<file path="config.mk">
export PLATFORM = sky130hd
export DESIGN_NAME = emp_match_port
export DESIGN_NICKNAME = d
export VERILOG_FILES = /design/src/common/emp_pkg.sv /design/src/common/emp_sync_if.sv /design/src/rtl/emp_match_port.sv /design/src/rtl/emp_sync.sv
export SDC_FILE = /design/constraint.sdc
export NUM_CORES = 1
export LEC_CHECK = 0
export ABC_AREA = 1
export BUFFER_PORTS_ARGS = -buffer_cell sky130_fd_sc_hd__buf_2
export CORE_MARGIN = 2
export CORE_UTILIZATION = 40
export DETAILED_ROUTE_END_ITERATION = 6
export PLACE_DENSITY = 0.68
export SYNTH_ARGS = -nofsm -noshare
export SYNTH_HDL_FRONTEND = slang
export SYNTH_HIERARCHICAL = 1
export SYNTH_SLANG_ARGS = --single-unit
</file>
<file path="constraint.sdc">
create_clock -name clock_in -period 2.6 [get_ports clock_in]
set_input_delay 0.26 -clock clock_in [delete_from_list [all_inputs] [get_ports clock_in]]
set_output_delay 0.26 -clock clock_in [all_outputs]
set_load 0.005 [all_outputs]
</file>
<file path="src/common/emp_pkg.sv">
// constants, field positions and types shared by the external match port
package emp_pkg;

  // timing: core clock and the byte clock from the phy
  localparam int CLK_PERIOD_PS       = 10000;
  localparam int BYTE_CLK_PERIOD_PS  = 80000;
  localparam int BYTE_CYCLES         = BYTE_CLK_PERIOD_PS / CLK_PERIOD_PS;

  // bit positions inside the synchronised pin bundle
  localparam int SB_BYTE_CLK = 0;
  localparam int SB_CTL      = 1;
  localparam int SB_DATA_LO  = 2;
  localparam int SB_CMP      = 10;
  localparam int SB_COPY     = 11;
  localparam int SB_DA       = 12;
  localparam int SB_OWN      = 13;
  localparam int SB_SUPP     = 14;
  localparam int SYNC_W      = 15;

  // control symbol decode, upper nibble of a control byte
  localparam logic [3:0] SYM_SD_HI = 4'hd;
  localparam logic [3:0] SYM_ED_HI = 4'h5;

  // frame layout, counted in bytes after the starting delimiter
  localparam int         FC_LONG_BIT    = 6;
  localparam logic [3:0] HDR_LAST_LONG  = 4'hc;
  localparam logic [3:0] HDR_LAST_SHORT = 4'h4;

  // byte-time figures
  localparam logic [3:0] INFO_LIMIT        = 4'h7;
  localparam logic [3:0] LEARN_INFO_BYTE   = 4'h4;
  localparam logic [1:0] LEARN_DELAY_BYTES = 2'h3;
  localparam logic [1:0] STRIP_DELAY_BYTES = 2'h3;
  localparam logic [1:0] LATE_ED_BYTES     = 2'h2;

  // register map, byte addresses on the avalon slave
  localparam logic [3:0] REG_CTRL          = 4'h0;
  localparam logic [3:0] REG_STATUS        = 4'h4;
  localparam int         CTRL_SUPP_EN_BIT  = 0;
  localparam int         CTRL_EXT_COPY_BIT = 1;
  localparam logic [1:0] CTRL_RESET        = 2'h0;

  typedef enum logic [3:0] {
    FR_IDLE   = 4'h1,
    FR_HEADER = 4'h2,
    FR_INFO   = 4'h4,
    FR_TAIL   = 4'h8
  } emp_frame_t;

endpackage : emp_pkg

</file>
<file path="src/common/emp_sync_if.sv">
// raw and synchronised external pins between the port core and its synchroniser
`timescale 1ns/1ps
`default_nettype none
interface emp_sync_if;
  import emp_pkg::*;
  logic [SYNC_W-1:0] raw;
  logic [SYNC_W-1:0] synced;
  modport sync (input raw, output synced);
  modport core (output raw, input synced);
endinterface : emp_sync_if
`default_nettype wire

</file>
<file path="src/rtl/emp_match_port.sv">
// external address match port: frame tracking, compare handshake, learn and strip
`timescale 1ns/1ps
`default_nettype none
// Summary of operation
// - copy and own-source are captured on first byte edge after compare drops
// - a compare counts only if raised before the seventh info byte
// - no copy if compare still active two byte times after ending delimiter
// - compare may idle high or low; either pulse polarity works
// - a raised compare governs the copy even outside external copy mode
// - a sampled copy request copies the frame when resources allow
// - destination match sampled one byte before ring engine sees delimiter
// - own-source match starts stripping three byte times later
// - learn asserts for long-address frames not sent by this station
// - learn held false from transparent send until own void returns
// - learn valid three byte times after fourth info byte arrives
// - suppress before seventh info byte blocks the internal match flag
// - suppress ignored unless the suppress enable bit is set
// - phy side and match pins are timed in 12.5 MHz byte clocks
module emp_match_port
  import emp_pkg::*;
(
  // clock and reset
  input  wire logic        clock_in,
  input  wire logic        sys_rst_in,
  // phy indicate side
  input  wire logic        byte_clock_phase_one_in,
  input  wire logic        phy_indicate_ctl_in,
  input  wire logic [7:0]  phy_indicate_bus_in,
  // external matching pins
  input  wire logic        compare_in_progress_in,
  input  wire logic        copy_frame_request_in,
  input  wire logic        destination_match_input_in,
  input  wire logic        own_source_match_in,
  input  wire logic        internal_match_suppress_in,
  // ring engine side
  input  wire logic        internal_match_in,
  input  wire logic        internal_copy_in,
  input  wire logic        resources_ok_in,
  input  wire logic        own_station_source_in,
  input  wire logic        source_address_transparency_sent_in,
  input  wire logic        own_void_frame_received_in,
  // frame results
  output logic             frame_done_out,
  output logic             frame_copy_out,
  output logic             copy_refused_out,
  output logic             address_recognised_flag_out,
  output logic             strip_start_out,
  output logic             learn_out,
  output logic             learn_valid_out,
  // avalon-mm slave
  input  wire logic [3:0]  avs_address_in,
  input  wire logic        avs_read_in,
  input  wire logic        avs_write_in,
  input  wire logic [31:0] avs_writedata_in,
  input  wire logic [3:0]  avs_byteenable_in,
  output logic [31:0]      avs_readdata_out,
  output logic             avs_waitrequest_out
);

  typedef struct packed {
    emp_frame_t  frame;
    logic        bclk_prev;
    logic        own_prev;
    logic [3:0]  hdr_cnt;
    logic        long_addr;
    logic [3:0]  info_cnt;
    logic [1:0]  tail_cnt;
    logic        cmp_idle;
    logic        cmp_seen;
    logic        cmp_fell;
    logic        cmp_done;
    logic        copy_req;
    logic        own_req;
    logic        own_hit;
    logic        supp_seen;
    logic        ext_da;
    logic [1:0]  learn_cnt;
    logic [1:0]  strip_cnt;
    logic        transp_hold;
    logic        done;
    logic        copy;
    logic        refused;
    logic        addr_flag;
    logic        strip;
    logic        learn;
    logic        learn_valid;
    logic [1:0]  ctrl;
    logic        ack;
    logic [31:0] rdata;
  } emp_core_t;

  emp_core_t s_r;
  emp_core_t s_nxt;

  emp_sync_if sif ();

  // every phy and external match pin passes two flops before the core looks at it
  assign sif.raw = {internal_match_suppress_in, own_source_match_in,
                    destination_match_input_in, copy_frame_request_in,
                    compare_in_progress_in, phy_indicate_bus_in,
                    phy_indicate_ctl_in, byte_clock_phase_one_in};

  emp_sync u_sync (
    .clock_in   (clock_in),
    .sys_rst_in (sys_rst_in),
    .pins       (sif.sync)
  );

  function automatic logic is_sd(input logic ctl, input logic [7:0] d);
    is_sd = ctl && (d[7:4] == SYM_SD_HI);
  endfunction : is_sd

  function automatic logic is_ed(input logic ctl, input logic [7:0] d);
    is_ed = ctl && (d[7:4] == SYM_ED_HI);
  endfunction : is_ed

  logic       stb;
  logic       ctl;
  logic [7:0] dat;
  logic       cmp_act;
  logic       in_frame;
  logic       early;
  logic       bus_req;
  logic       supp_en;

  assign stb      = sif.synced[SB_BYTE_CLK] && !s_r.bclk_prev;
  assign ctl      = sif.synced[SB_CTL];
  assign dat      = sif.synced[SB_DATA_LO +: 8];
  assign cmp_act  = sif.synced[SB_CMP] ^ s_r.cmp_idle;
  assign in_frame = (s_r.frame != FR_IDLE);
  assign early    = (s_r.frame == FR_HEADER) ||
                    ((s_r.frame == FR_INFO) && (s_r.info_cnt < INFO_LIMIT));
  assign bus_req  = avs_read_in || avs_write_in;
  assign supp_en  = s_r.ctrl[CTRL_SUPP_EN_BIT];

  always_comb begin
    s_nxt             = s_r;
    s_nxt.bclk_prev   = sif.synced[SB_BYTE_CLK];
    s_nxt.own_prev    = sif.synced[SB_OWN];
    s_nxt.done        = 1'b0;
    s_nxt.strip       = 1'b0;
    s_nxt.learn_valid = 1'b0;

    // compare handshake, judged against the level seen at frame start
    if (in_frame) begin
      if (!s_r.cmp_seen && early && cmp_act) begin
        s_nxt.cmp_seen = 1'b1;
      end
      if (s_r.cmp_seen && !s_r.cmp_fell && !cmp_act) begin
        s_nxt.cmp_fell = 1'b1;
      end
      if (s_r.cmp_fell && !s_r.cmp_done && stb) begin
        s_nxt.cmp_done = 1'b1;
        s_nxt.copy_req = sif.synced[SB_COPY];
        s_nxt.own_req  = sif.synced[SB_OWN];
      end
      if (early && sif.synced[SB_SUPP]) begin
        s_nxt.supp_seen = 1'b1;
      end
      if (sif.synced[SB_OWN] || own_station_source_in) begin
        s_nxt.own_hit = 1'b1;
      end
    end

    // byte-paced frame tracking
    if (stb) begin
      case (s_r.frame)
        FR_IDLE: begin
          if (is_sd(ctl, dat)) begin
            s_nxt.frame     = FR_HEADER;
            s_nxt.hdr_cnt   = 4'h0;
            s_nxt.info_cnt  = 4'h0;
            s_nxt.cmp_idle  = sif.synced[SB_CMP];
            s_nxt.cmp_seen  = 1'b0;
            s_nxt.cmp_fell  = 1'b0;
            s_nxt.cmp_done  = 1'b0;
            s_nxt.copy_req  = 1'b0;
            s_nxt.own_req   = 1'b0;
            s_nxt.own_hit   = 1'b0;
            s_nxt.supp_seen = 1'b0;
            s_nxt.ext_da    = 1'b0;
            s_nxt.learn     = 1'b0;
          end
        end
        FR_HEADER: begin
          if (ctl) begin
            s_nxt.frame = FR_IDLE;
          end else begin
            if (s_r.hdr_cnt == 4'h0) begin
              s_nxt.long_addr = dat[FC_LONG_BIT];
            end
            s_nxt.hdr_cnt = s_r.hdr_cnt + 4'h1;
            if ((s_r.hdr_cnt != 4'h0) && (s_r.hdr_cnt ==
                (s_r.long_addr ? HDR_LAST_LONG : HDR_LAST_SHORT))) begin
              s_nxt.frame = FR_INFO;
            end
          end
        end
        FR_INFO: begin
          if (is_ed(ctl, dat)) begin
            // ring engine sees the delimiter one byte later, so sample now
            s_nxt.frame    = FR_TAIL;
            s_nxt.tail_cnt = 2'h0;
            s_nxt.ext_da   = sif.synced[SB_DA];
          end else if (ctl) begin
            s_nxt.frame = FR_IDLE;
          end else begin
            if (s_r.info_cnt != 4'hf) begin
              s_nxt.info_cnt = s_r.info_cnt + 4'h1;
            end
            if ((s_r.info_cnt + 4'h1) == LEARN_INFO_BYTE) begin
              s_nxt.learn_cnt = LEARN_DELAY_BYTES;
            end
          end
        end
        FR_TAIL: begin
          s_nxt.tail_cnt = s_r.tail_cnt + 2'h1;
          if ((s_r.tail_cnt + 2'h1) == LATE_ED_BYTES) begin
            s_nxt.frame   = FR_IDLE;
            s_nxt.done    = 1'b1;
            // still comparing this late: give up on the frame
            s_nxt.refused = s_r.cmp_seen && !s_nxt.cmp_fell;
            if (s_r.cmp_seen) begin
              s_nxt.copy = s_nxt.cmp_done && !s_nxt.refused && resources_ok_in &&
                           (s_nxt.copy_req || (!s_r.ctrl[CTRL_EXT_COPY_BIT] &&
                           internal_copy_in));
            end else begin
              s_nxt.copy = !s_r.ctrl[CTRL_EXT_COPY_BIT] && internal_copy_in &&
                           resources_ok_in;
            end
            s_nxt.addr_flag = s_r.ext_da ||
                              (internal_match_in && !(supp_en && s_nxt.supp_seen));
          end
        end
        default: begin
          s_nxt.frame = FR_IDLE;
        end
      endcase
    end

    // learn countdown, paced by byte edges
    if (stb && (s_r.learn_cnt != 2'h0)) begin
      s_nxt.learn_cnt = s_r.learn_cnt - 2'h1;
      if (s_r.learn_cnt == 2'h1) begin
        s_nxt.learn_valid = 1'b1;
        s_nxt.learn       = s_r.long_addr && !s_nxt.own_hit;
      end
    end

    // transparent sends poison learning until our void comes home; set wins
    if (own_void_frame_received_in) begin
      s_nxt.transp_hold = 1'b0;
    end
    if (source_address_transparency_sent_in) begin
      s_nxt.transp_hold = 1'b1;
    end
    s_nxt.learn = s_nxt.learn && !s_nxt.transp_hold;

    // strip countdown restarts on every rising own-source match
    if (sif.synced[SB_OWN] && !s_r.own_prev) begin
      s_nxt.strip_cnt = STRIP_DELAY_BYTES;
    end else if (stb && (s_r.strip_cnt != 2'h0)) begin
      s_nxt.strip_cnt = s_r.strip_cnt - 2'h1;
      s_nxt.strip     = (s_r.strip_cnt == 2'h1);
    end

    // avalon slave: one wait cycle, then the answer
    s_nxt.ack = bus_req && !s_r.ack;
    if (avs_read_in && !s_r.ack) begin
      case (avs_address_in)
        REG_CTRL:   s_nxt.rdata = {30'h0, s_r.ctrl};
        REG_STATUS: s_nxt.rdata = {20'h0, s_r.frame, s_r.transp_hold, s_r.cmp_seen,
                                   s_r.cmp_done, s_r.supp_seen, s_r.learn,
                                   s_r.refused, s_r.copy, s_r.addr_flag};
        default:    s_nxt.rdata = 32'h0;
      endcase
    end
    if (avs_write_in && s_r.ack && (avs_address_in == REG_CTRL) &&
        avs_byteenable_in[0]) begin
      s_nxt.ctrl = avs_writedata_in[1:0];
    end
  end

  always_ff @(posedge clock_in) begin
    if (sys_rst_in) begin
      s_r       <= '0;
      s_r.frame <= FR_IDLE;
      s_r.ctrl  <= CTRL_RESET;
    end else begin
      s_r <= s_nxt;
    end
  end

  assign frame_done_out              = s_r.done;
  assign frame_copy_out              = s_r.copy;
  assign copy_refused_out            = s_r.refused;
  assign address_recognised_flag_out = s_r.addr_flag;
  assign strip_start_out             = s_r.strip;
  assign learn_out                   = s_r.learn;
  assign learn_valid_out             = s_r.learn_valid;
  assign avs_readdata_out            = s_r.rdata;
  assign avs_waitrequest_out         = bus_req && !s_r.ack;

  a_sample_edge: assert property (@(posedge clock_in) disable iff (sys_rst_in)
    $rose(s_r.cmp_done) |-> (s_r.copy_req == $past(sif.synced[SB_COPY])) &&
                           (s_r.own_req == $past(sif.synced[SB_OWN])))
    else $error("copy or own-source not taken at the sampling edge");

  a_cmp_window: assert property (@(posedge clock_in) disable iff (sys_rst_in)
    $rose(s_r.cmp_seen) |-> ($past(s_r.info_cnt) < INFO_LIMIT))
    else $error("compare accepted after the seventh info byte");

  a_late_refuse: assert property (@(posedge clock_in) disable iff (sys_rst_in)
    (s_r.done && s_r.cmp_seen && !s_r.cmp_fell) |-> (s_r.refused && !s_r.copy))
    else $error("late compare did not refuse the frame");

  a_copy_cause: assert property (@(posedge clock_in) disable iff (sys_rst_in)
    (s_r.done && s_r.copy && s_r.cmp_seen) |-> (s_r.cmp_done && $past(resources_ok_in)))
    else $error("copy without a completed compare or resources");

  a_ed_sample: assert property (@(posedge clock_in) disable iff (sys_rst_in)
    ((s_r.frame == FR_TAIL) && ($past(s_r.frame) == FR_INFO)) |->
      (s_r.ext_da == $past(sif.synced[SB_DA])))
    else $error("destination match not sampled at the delimiter byte");

  a_strip_delay: assert property (@(posedge clock_in) disable iff (sys_rst_in)
    (sif.synced[SB_OWN] && !s_r.own_prev) |-> ##[18:25] s_r.strip)
    else $error("strip did not start three byte times after own-source match");

  a_learn_hold: assert property (@(posedge clock_in) disable iff (sys_rst_in)
    learn_out |-> !s_r.transp_hold)
    else $error("learn asserted while transparent send is pending");

  a_learn_point: assert property (@(posedge clock_in) disable iff (sys_rst_in)
    ((s_r.frame == FR_INFO) && (s_r.info_cnt == LEARN_INFO_BYTE) &&
     ($past(s_r.info_cnt) != LEARN_INFO_BYTE)) |-> ##[23:25] s_r.learn_valid)
    else $error("learn not valid three byte times after fourth info byte");

  a_suppress_gate: assert property (@(posedge clock_in) disable iff (sys_rst_in)
    (s_r.done && s_r.addr_flag) |-> (s_r.ext_da || !(supp_en && s_r.supp_seen)))
    else $error("internal match flag passed while suppressed");

  a_suppress_off: assert property (@(posedge clock_in) disable iff (sys_rst_in)
    (s_r.done && !supp_en && !s_r.ext_da) |-> (s_r.addr_flag == $past(internal_match_in)))
    else $error("suppress acted while disabled");

  a_bus_answer: assert property (@(posedge clock_in) disable iff (sys_rst_in)
    (bus_req && avs_waitrequest_out) |=> !avs_waitrequest_out)
    else $error("avalon request not answered after one wait cycle");

endmodule : emp_match_port
`default_nettype wire

</file>
<file path="src/rtl/emp_sync.sv">
// two-flop synchroniser bank for every pin that crosses into clock_in
`timescale 1ns/1ps
`default_nettype none
module emp_sync
  import emp_pkg::*;
(
  // clock and reset
  input  wire logic clock_in,
  input  wire logic sys_rst_in,
  // pin bundle
  emp_sync_if.sync  pins
);

  typedef struct packed {
    logic [SYNC_W-1:0] meta;
    logic [SYNC_W-1:0] stable;
  } emp_sync_state_t;

  emp_sync_state_t s_r;
  emp_sync_state_t s_nxt;

  // first stage feeds only the second stage
  always_comb begin
    s_nxt        = s_r;
    s_nxt.meta   = pins.raw;
    s_nxt.stable = s_r.meta;
  end

  always_ff @(posedge clock_in) begin
    if (sys_rst_in) begin
      s_r <= '0;
    end else begin
      s_r <= s_nxt;
    end
  end

  assign pins.synced = s_r.stable;

endmodule : emp_sync
`default_nettype wire

</file>
==> flow_metrics.tcl, run 1 <==
set metrics [dict create \
    status "complete, no violations" \
    tns_ps 0 \
    ys_warn_count 6 \
    grt_most_used_layer "met2" \
    clk_pin_slew_worst_paths_ps 80 \
    track_usage_pct 14.72 \
    hold_start "internal_match_suppress_in" \
    final_max_slew_viol_count 0 \
    routedWlPerCell_um 10.42 \
    antenna_cells 0 \
    wirelength_mm 6.324 \
    final_nets 570 \
    die_w_um 95.99 \
    r2r_start "u_sync/pins.synced[0]" \
    required_ps 2850 \
    grt_first_pass_wirelength_mm 10.43 \
    max_clock_freq_mhz 642.8 \
    tritoncts "built" \
    tightest_slew_ps 811.2 \
    overflow 0 \
    whs_path_depth 3 \
    via_per_inst 4.491 \
    initial_core_util_pct 41.19 \
    fin_crit_sh_pct 59.83 \
    grt_pass1_vias 2377 \
    die-area_um2 9213 \
    insertion_delay_ps 360 \
    final_cell_mix "80 x nand2_1, 74 x dfxtp_1, 68 x inv_1, 68 x nor2_1, 47 x buf_2" \
    fillers 825 \
    drv_cap 0 \
    num_vias 2726 \
    netlist_instances 460 \
    powerDensity_nw_per_um2 608.9 \
    antenna_found_initial 0 \
    register_area_um2 1481 \
    area_growth_pct 10.94 \
    cts.sinks 74 \
    dpl-instance-area_um2 3537 \
    cts_resized 0 \
    coreArea_um2 8217 \
    end_kind "register" \
    met1_usage_pct 18.21 \
    rows 33 \
    startpoint_type "register" \
    syn-cell-area_um2 3384 \
    clockBufferDepth 2 \
    stdcell_area_um2 3755 \
    path_max_fanout 7 \
    final_layout_size_suffix_gt1_share_pct 16.33 \
    reg2reg_slack_ps 1040 \
    timing.final.crit_period_ps 1556 \
    met3_usage_pct 5.090 \
    drt_iter0_drc 134 \
    die-height_um 95.99 \
    relSlewSlack_pct 45.86 \
    rsz0062_at_grt "false" \
    p_leak_uw 0.001780 \
    dr.pass1.iters 4 \
    avgSynthCellArea_um2 7.358 \
    setup_viol 0 \
    worstReg2RegEnd "address_recognised_flag_out" \
    hold_viol_final 0 \
    cts_buffers 9 \
    multi_input_area_um2 1385 \
    vdd_drop_max_v 0.0003548 \
    clock-skew-final_ps 9.302 \
    io_buffers 47 \
    cp_data_arrival_time_ps 1800 \
    holdPathEnd "u_sync/s_nxt[14]" \
    hold_buffers 0 \
    gp_congestion 0.8291 \
    grt_start_max_net_pins 44 \
    root_buffer "clkbuf_8" \
    postCtsSetupBuffers 0 \
    hpwl_mm 4.623 \
    rr_worst_depth 7 \
    drc 0 \
    cts_max_level 3 \
    ios 105 \
    final_common_cell "nand2_1" \
    met2_usage_pct 23.67 \
    criticalPathCategory "reg2reg" \
    hold_path.class "in2reg" \
    ant_nets 0 \
]
how the worst max path moves through the flow:
stage | endpoint | slack [ps] | depth (start not counted) | startpoint
6_report | address_recognised_flag_out | 1040 | 7 | u_sync/pins.synced[0]
5_1_grt | copy_refused_out | 810 | 7 | s_r[68]
4_1_cts | copy_refused_out | 1040 | 6 | u_sync/pins.synced[0]
3_5_place_dp | address_recognised_flag_out | 1060 | 7 | u_sync/pins.synced[0]
3_3_place_gp | address_recognised_flag_out | 1070 | 7 | u_sync/pins.synced[0]
2_1_floorplan | s_r[65] | 1350 | 8 | u_sync/pins.synced[1]
critical path: stages (launching register included):
cell and delay [ps]:
dfxtp_1 330, nand2_1 230, inv_1 220, nand2_1 80, nor2_1 320, inv_1 100, nor2_1 100, a21oi_1 70
flip-flops by register name, summed over array words and instances, names as in the netlist:
name	flops
address_recognised_flag_out	1
learn_out	1
frame_done_out	1
avs_readdata_out	12
s_r	33
frame_copy_out	1
learn_valid_out	1
u_sync/s_nxt	11
copy_refused_out	1
strip_start_out	1
u_sync/pins.synced	11
power by group:
part	internal, uW	switching (uW)	total, uW	leakage (uW)
logic	50.0	79.7	130	0.00107
registers	1170	14.5	1180	0.000604
clock network	543	432	976	0.000107
metal layers:
metal	vias up	share of wire, %	wire [um]
met4	0	1.4	91
li1	1448	-	-
met1	1176	48	3030
met2	92	43	2740
met5	-	0	0
met3	10	7.3	463
final cells by class:
cell class | instances | area share [%]
Sequential cell | 74 | 39.45
Clock inverter | 6 | 2.399
Multi-Input combinational cell | 287 | 36.89
Clock buffer | 10 | 3.399
Timing Repair Buffer | 50 | 6.864
Inverter | 75 | 7.498
Tap cell | 105 | 3.499
stage by stage:
step                      worst slack [ps]  util [%]  total power [uW]  instances  hold slack (ps)
after floorplan                       1354         -              1324        479            367.0
after global placement                1068     43.05              1333        591            392.4
after detailed placement              1062     43.05              1338        591            393.5
after CTS                             1044     45.70              2309        607            83.64
after global routing                 805.0     45.70              2384        607            91.93
final                                 1044     45.70              2286        607            99.06
Power figures use the tool's default switching activity.
==> inputs of run 2 (changes only) <==
==> constraint.sdc (replaced) <==
create_clock -name clock_in -period 1.62 [get_ports clock_in]
set_input_delay 0.162 -clock clock_in [delete_from_list [all_inputs] [get_ports clock_in]]
set_output_delay 0.162 -clock clock_in [all_outputs]
set_load 0.005 [all_outputs]
==> flow_metrics.tcl, run 2 (synthesis gave the netlist of run 1 again) <==
set metrics [dict create \
    max_clock_freq_mhz 664.3 \
    grt_start_max_net_pins 44 \
    p_seq_share_pct 53.6 \
    setup_viol 0 \
    cp_data_arrival_time_ps 1750 \
    die-area_um2 9213 \
    largest_register "s_r" \
    rows 33 \
    area_growth_pct 13.46 \
    path_cells "nor2_4, inv_2, nor2_4, nand2_1, nand3_1, nand2_1, a21oi_1, nor2_1" \
    required_ps 1860 \
    rr_worst_depth 8 \
    insertion_delay_ps 350 \
    coreArea_um2 8217 \
    p_sw_share_pct 22.36 \
    powerDensity_nw_per_um2 922.1 \
    final_cell_mix "80 x nand2_1, 74 x dfxtp_1, 68 x inv_1" \
    rsz0062_at_grt "false" \
    path_max_fanout 6 \
    fin_crit_sh_pct 92.92 \
    grt_first_pass_wirelength_mm 10.78 \
    tritoncts "built" \
    criticalPathCategory "reg2reg" \
    via_per_inst 4.451 \
    tns_ps 0 \
    drv_cap 0 \
    hpwl_mm 4.726 \
    final_nets 580 \
    max_stage_delay_ps 370 \
    startpoint_type "register" \
    drc 0 \
    crit_path_top_delay_cell "dfxtp_1" \
    io_buffers 47 \
    cts.sinks 74 \
    hold_start "compare_in_progress_in" \
    die_w_um 95.99 \
    largest_reg_flops 33 \
    hold_viol_final 0 \
    num_vias 2746 \
    initial_core_util_pct 41.19 \
    cts_max_level 3 \
    whs_path_depth 3 \
    crit_start "s_r[72]" \
    antenna_found_initial 0 \
    end_kind "register" \
    p_leak_uw 0.001821 \
    overflow 0 \
    hold-worst-slack_ps 15.90 \
    switching_power_uw 791.6 \
    root_buffer "clkbuf_8" \
    die-height_um 95.99 \
    clockBufferDepth 2 \
    clock-skew-final_ps 6.619 \
    grt_pass1_vias 2455 \
    final_max_slew_viol_count 0 \
    track_usage_pct 15.15 \
    final_layout_size_suffix_gt1_share_pct 17.77 \
    dr.pass1.iters 4 \
    antenna_cells 0 \
    r2r_start "s_r[72]" \
    vdd_drop_max_v 0.0005830 \
    ios 105 \
    cts_buffers 9 \
    pwr-share-comb_pct 6.2 \
    timing.final.crit_period_ps 1505 \
    p_clk_share_pct 40.3 \
    gp_congestion 0.8125 \
    clk_pin_slew_worst_paths_ps 70 \
    wirelength_mm 6.617 \
    ant_nets 0 \
    routedWlPerCell_um 10.72 \
    drt_iter0_drc 148 \
    p_int_uw 2749 \
    status "complete, no violations" \
    hold_path.class "in2reg" \
    final_common_cell "nand2_1" \
]
## run 2: power by group through the flow
stage / combinational (uW) / sequential (uW) / clock [uW]
finish: 218 / 1900 / 1430
global route: 254 / 1900 / 1570
CTS: 218 / 1900 / 1470
detailed placement: 209 / 1940 / 0
global placement: 205 / 1940 / 0
floorplan: 193 / 1930 / 0
## run 2: cell type report
cell class                 instances  area (um^2)
fill                             848         4377
clock buffer                      11        151.4
sequential                        74         1481
timing repair buffer              59        335.3
inverter                          75        281.5
clock inverter                     5        52.55
multi-input combinational        288         1406
tap                              105        131.4
## run 2: final timing paths
kind	end	slack, ps
worst min-delay path	u_sync/s_nxt[10]	20
worst max register to register	learn_out	110
worst min register to register	u_sync/pins.synced[9]	400
worst max-delay path	learn_out	110
## run 2: through the flow
stage	worst slack [ps]	instances	area [um^2]	power, uW	util, %
after floorplan	374.0	479	3456	2125	-
after global placement	174.8	595	3567	2142	43.41
after detailed placement	145.0	595	3567	2148	43.41
after CTS	130.0	615	3811	3588	46.38
after global routing	8.132	617	3840	3724	46.73
final	114.6	617	3840	3541	46.73
## run 2: worst max-delay path, delay by kind of cell, from the launching register on
| family | cells | cell delay (ps) |
|---|---|---|
| flip-flops | 1 | 370 |
| buffers and inverters | 1 | 60 |
| AO/OA/AOI/OAI | 1 | 140 |
| AND/OR/NAND/NOR | 6 | 830 |
## run 2: what timing repair did
item                                    in CTS  in global routing
gates resized for setup                      0                  3
setup buffers                                0                  1
hold buffers                                 4                  0
endpoints found under the hold margin        4                  0
endpoints found under the setup margin       0                 11
## run 2: metal layers
layer	vias up	routed length, um	track usage, %
met3	10	434	5.951
met5	-	0	0
met2	73	2940	23.61
li1	1465	-	-
met4	0	90	4.881
met1	1198	3152	19.17
==> inputs of run 3 (changes only) <==
--- a/config.mk
+++ b/config.mk
@@ -10,8 +10,7 @@
 export CORE_MARGIN = 2
 export CORE_UTILIZATION = 40
 export DETAILED_ROUTE_END_ITERATION = 6
-export PLACE_DENSITY = 0.68
+export PLACE_DENSITY = 0.69
 export SYNTH_ARGS = -nofsm -noshare
 export SYNTH_HDL_FRONTEND = slang
-export SYNTH_HIERARCHICAL = 1
 export SYNTH_SLANG_ARGS = --single-unit
==> flow_metrics.tcl, run 3 <==
set metrics [dict create \
    crit_start "s_r[72]" \
    worstReg2RegEnd "s_r[59]" \
    drc 0 \
    hold-worst-slack_ps 8.694 \
    ant_nets 0 \
    final_layout_size_suffix_gt1_share_pct 17.86 \
    netlist_instances 481 \
    ys_ff_latch 74 \
    drv_cap 0 \
    powerDensity_nw_per_um2 938.3 \
    avgSynthCellArea_um2 7.177 \
    ios 105 \
    syn-cell-area_um2 3452 \
    path_max_fanout 6 \
    synth_most_common_cell "nor2_1" \
    status "complete, no violations" \
    async_flop_share_pct 0 \
    hold_viol_final 0 \
    die-area_um2 9390 \
    rsz0062_at_grt "false" \
    tritoncts "built" \
    met3_usage_pct 5.419 \
    clk_pin_slew_worst_paths_ps 70 \
    rows 33 \
    final_common_cell "nor2_1" \
    root_buffer "clkbuf_8" \
    cp_data_arrival_time_ps 1710 \
    grt_most_used_layer "met2" \
    r2r_start "s_r[72]" \
    largest_reg_flops 33 \
    dr.pass1.iters 7 \
    postCtsSetupBuffers 0 \
    hpwl_mm 4.839 \
    clockBufferDepth 2 \
    vdd_drop_max_v 0.0006029 \
    tns_ps 0 \
    final_cell_count_no_fill 637 \
    synth_common_cells "83 x nor2_1, 78 x nand2_1, 74 x dfxtp_1, 71 x inv_1, 32 x buf_4" \
    end_kind "register" \
    cp-endpoint "s_r[59]" \
    final_max_slew_viol_count 0 \
    gp_congestion 0.8410 \
    final_cell_mix "82 x nor2_1, 77 x nand2_1, 73 x dfxtp_1" \
    startpoint_type "register" \
    reg2reg_slack_ps 160 \
    area_growth_pct 14.03 \
    synth-seq-area-share_pct 42.91 \
    synth.area.top_cells "dfxtp_1 43%, nor2_1 9.0%, nand2_1 8.5%" \
    required_ps 1870 \
    setup_viol 0 \
    clock-skew-final_ps 11.56 \
    final_nets 602 \
    coreArea_um2 8299 \
    die_w_um 96.90 \
    timing.final.crit_period_ps 1459 \
    post-place-ws_ps 163.6 \
    overflow 0 \
    wirelength_mm 6.585 \
    cts_buffers 9 \
    yosys.cell_types.count 32 \
    die-height_um 96.90 \
    antenna_cells 0 \
    yosysTopAreaCell "dfxtp_1" \
    grt_pass1_vias 2614 \
    place_inst 616 \
    finalWorstSetupSlack_ps 161.5 \
    routedWlPerCell_um 10.34 \
    drt_iter0_drc 135 \
    grt_first_pass_wirelength_mm 11.34 \
    io_buffers 47 \
    antenna_found_initial 0 \
    synth_flop_cell "dfxtp_1" \
    hold_path.class "in2reg" \
    met2_usage_pct 23.56 \
    cts_max_level 3 \
    fin_crit_sh_pct 90.03 \
    synth_top_area_share_pct 42.91 \
    grt_start_max_net_pins 30 \
    initial_core_util_pct 41.60 \
    max_clock_freq_mhz 685.6 \
    cts.sinks 74 \
    p_leak_uw 0.001848 \
    synth-edff-count 0 \
    num_vias 2814 \
    insertion_delay_ps 350 \
    via_per_inst 4.418 \
    criticalPathCategory "reg2reg" \
    largest_register "s_r" \
    ys_warn_count 0 \
    met1_usage_pct 18.87 \
    rr_worst_depth 10 \
    track_usage_pct 14.67 \
]
-- run 3: cell count changes in the layout (fill, tap and decap cells not counted), moves of 3 or more --
cell | previous run | this run
a21oi_1 | 36 | 31
a21oi_2 | 4 | 1
clkinv_2 | 3 | 0
inv_1 | 68 | 71
nand2_1 | 80 | 77
nand2_2 | 2 | 5
nand3_1 | 14 | 25
nand4_1 | 5 | 2
nor2_1 | 67 | 82
nor2_2 | 1 | 5
o21ai_0 | 24 | 27
-- run 3: repair_timing --
item	4_1_cts	5_1_grt
gates resized for setup	0	3
endpoints found under the setup margin	0	6
hold buffers	5	1
endpoints found under the hold margin	5	1
-- run 3: cells by family (layout without fill, tap and decap cells) --
| group | count (synthesis) | in the layout | synth area share, % |
|---|---|---|---|
| compound gates | 66 | 66 | 10.48 |
| xor+xnor | 3 | 3 | 0.7613 |
| fa+ha+maj | 9 | 9 | 3.262 |
| buf+inv | 120 | 152 | 16.78 |
| flops | 74 | 74 | 42.91 |
| other cells | 1 | 20 | 0.1086 |
| simple gates | 208 | 208 | 25.70 |
-- run 3: stage by stage --
step	util, %	power, uW	area (um^2)
detailed placement	44.01	2155	3652
floorplan	-	2125	3523
global route	47.43	3840	3936
CTS	47.23	3730	3920
finish	47.43	3694	3936
global placement	44.01	2148	3652
-- run 3: worst min path at each step --
| stage | depth (start not counted) | endpoint | slack, ps | startpoint |
|---|---|---|---|---|
| 2_1_floorplan | 2 | u_sync.s_nxt[0] | 270 | byte_clock_phase_one_in |
| 3_3_place_gp | 3 | u_sync.s_nxt[6] | 360 | phy_indicate_bus_in[4] |
| 3_5_place_dp | 3 | u_sync.s_nxt[6] | 370 | phy_indicate_bus_in[4] |
| 4_1_cts | 3 | u_sync.s_nxt[13] | 1 | own_source_match_in |
| 5_1_grt | 3 | u_sync.s_nxt[11] | 5 | copy_frame_request_in |
| 6_report | 3 | u_sync.s_nxt[7] | 9 | phy_indicate_bus_in[5] |
-- run 3: layer usage --
layer | share of wire, % | up-vias
met5 | 0 | -
met4 | 0.87 | 0
met3 | 5.1 | 8
met2 | 45 | 59
met1 | 49 | 1226
li1 | - | 1521
-- run 3: final cells by class --
cell class	instances	area, um^2
Fill cell	798	4363
Tap cell	105	131.4
Sequential cell	74	1483
Timing Repair Buffer	60	347.8
Clock buffer	11	141.4
Inverter	77	289.0
Clock inverter	4	76.32
Multi-Input combinational cell	306	1468
-- run 3: critical path, cell delays in order (launching register included) --
cell     delay, ps
dfxtp_1        380
inv_1           80
nand2_1         60
nor2_2         200
nand2_1        160
nand2_2        100
nand2_2         60
nor2_4         150
nand2_1         70
nand2_1         60
nor2_1          40
-- run 3: power by group --
group	switching [uW]	total, uW	leakage (uW)	internal (uW)
Combinational	129	226	0.00114	96.3
Clock	668	1570	0.000106	904
Sequential	24.0	1900	0.000605	1870
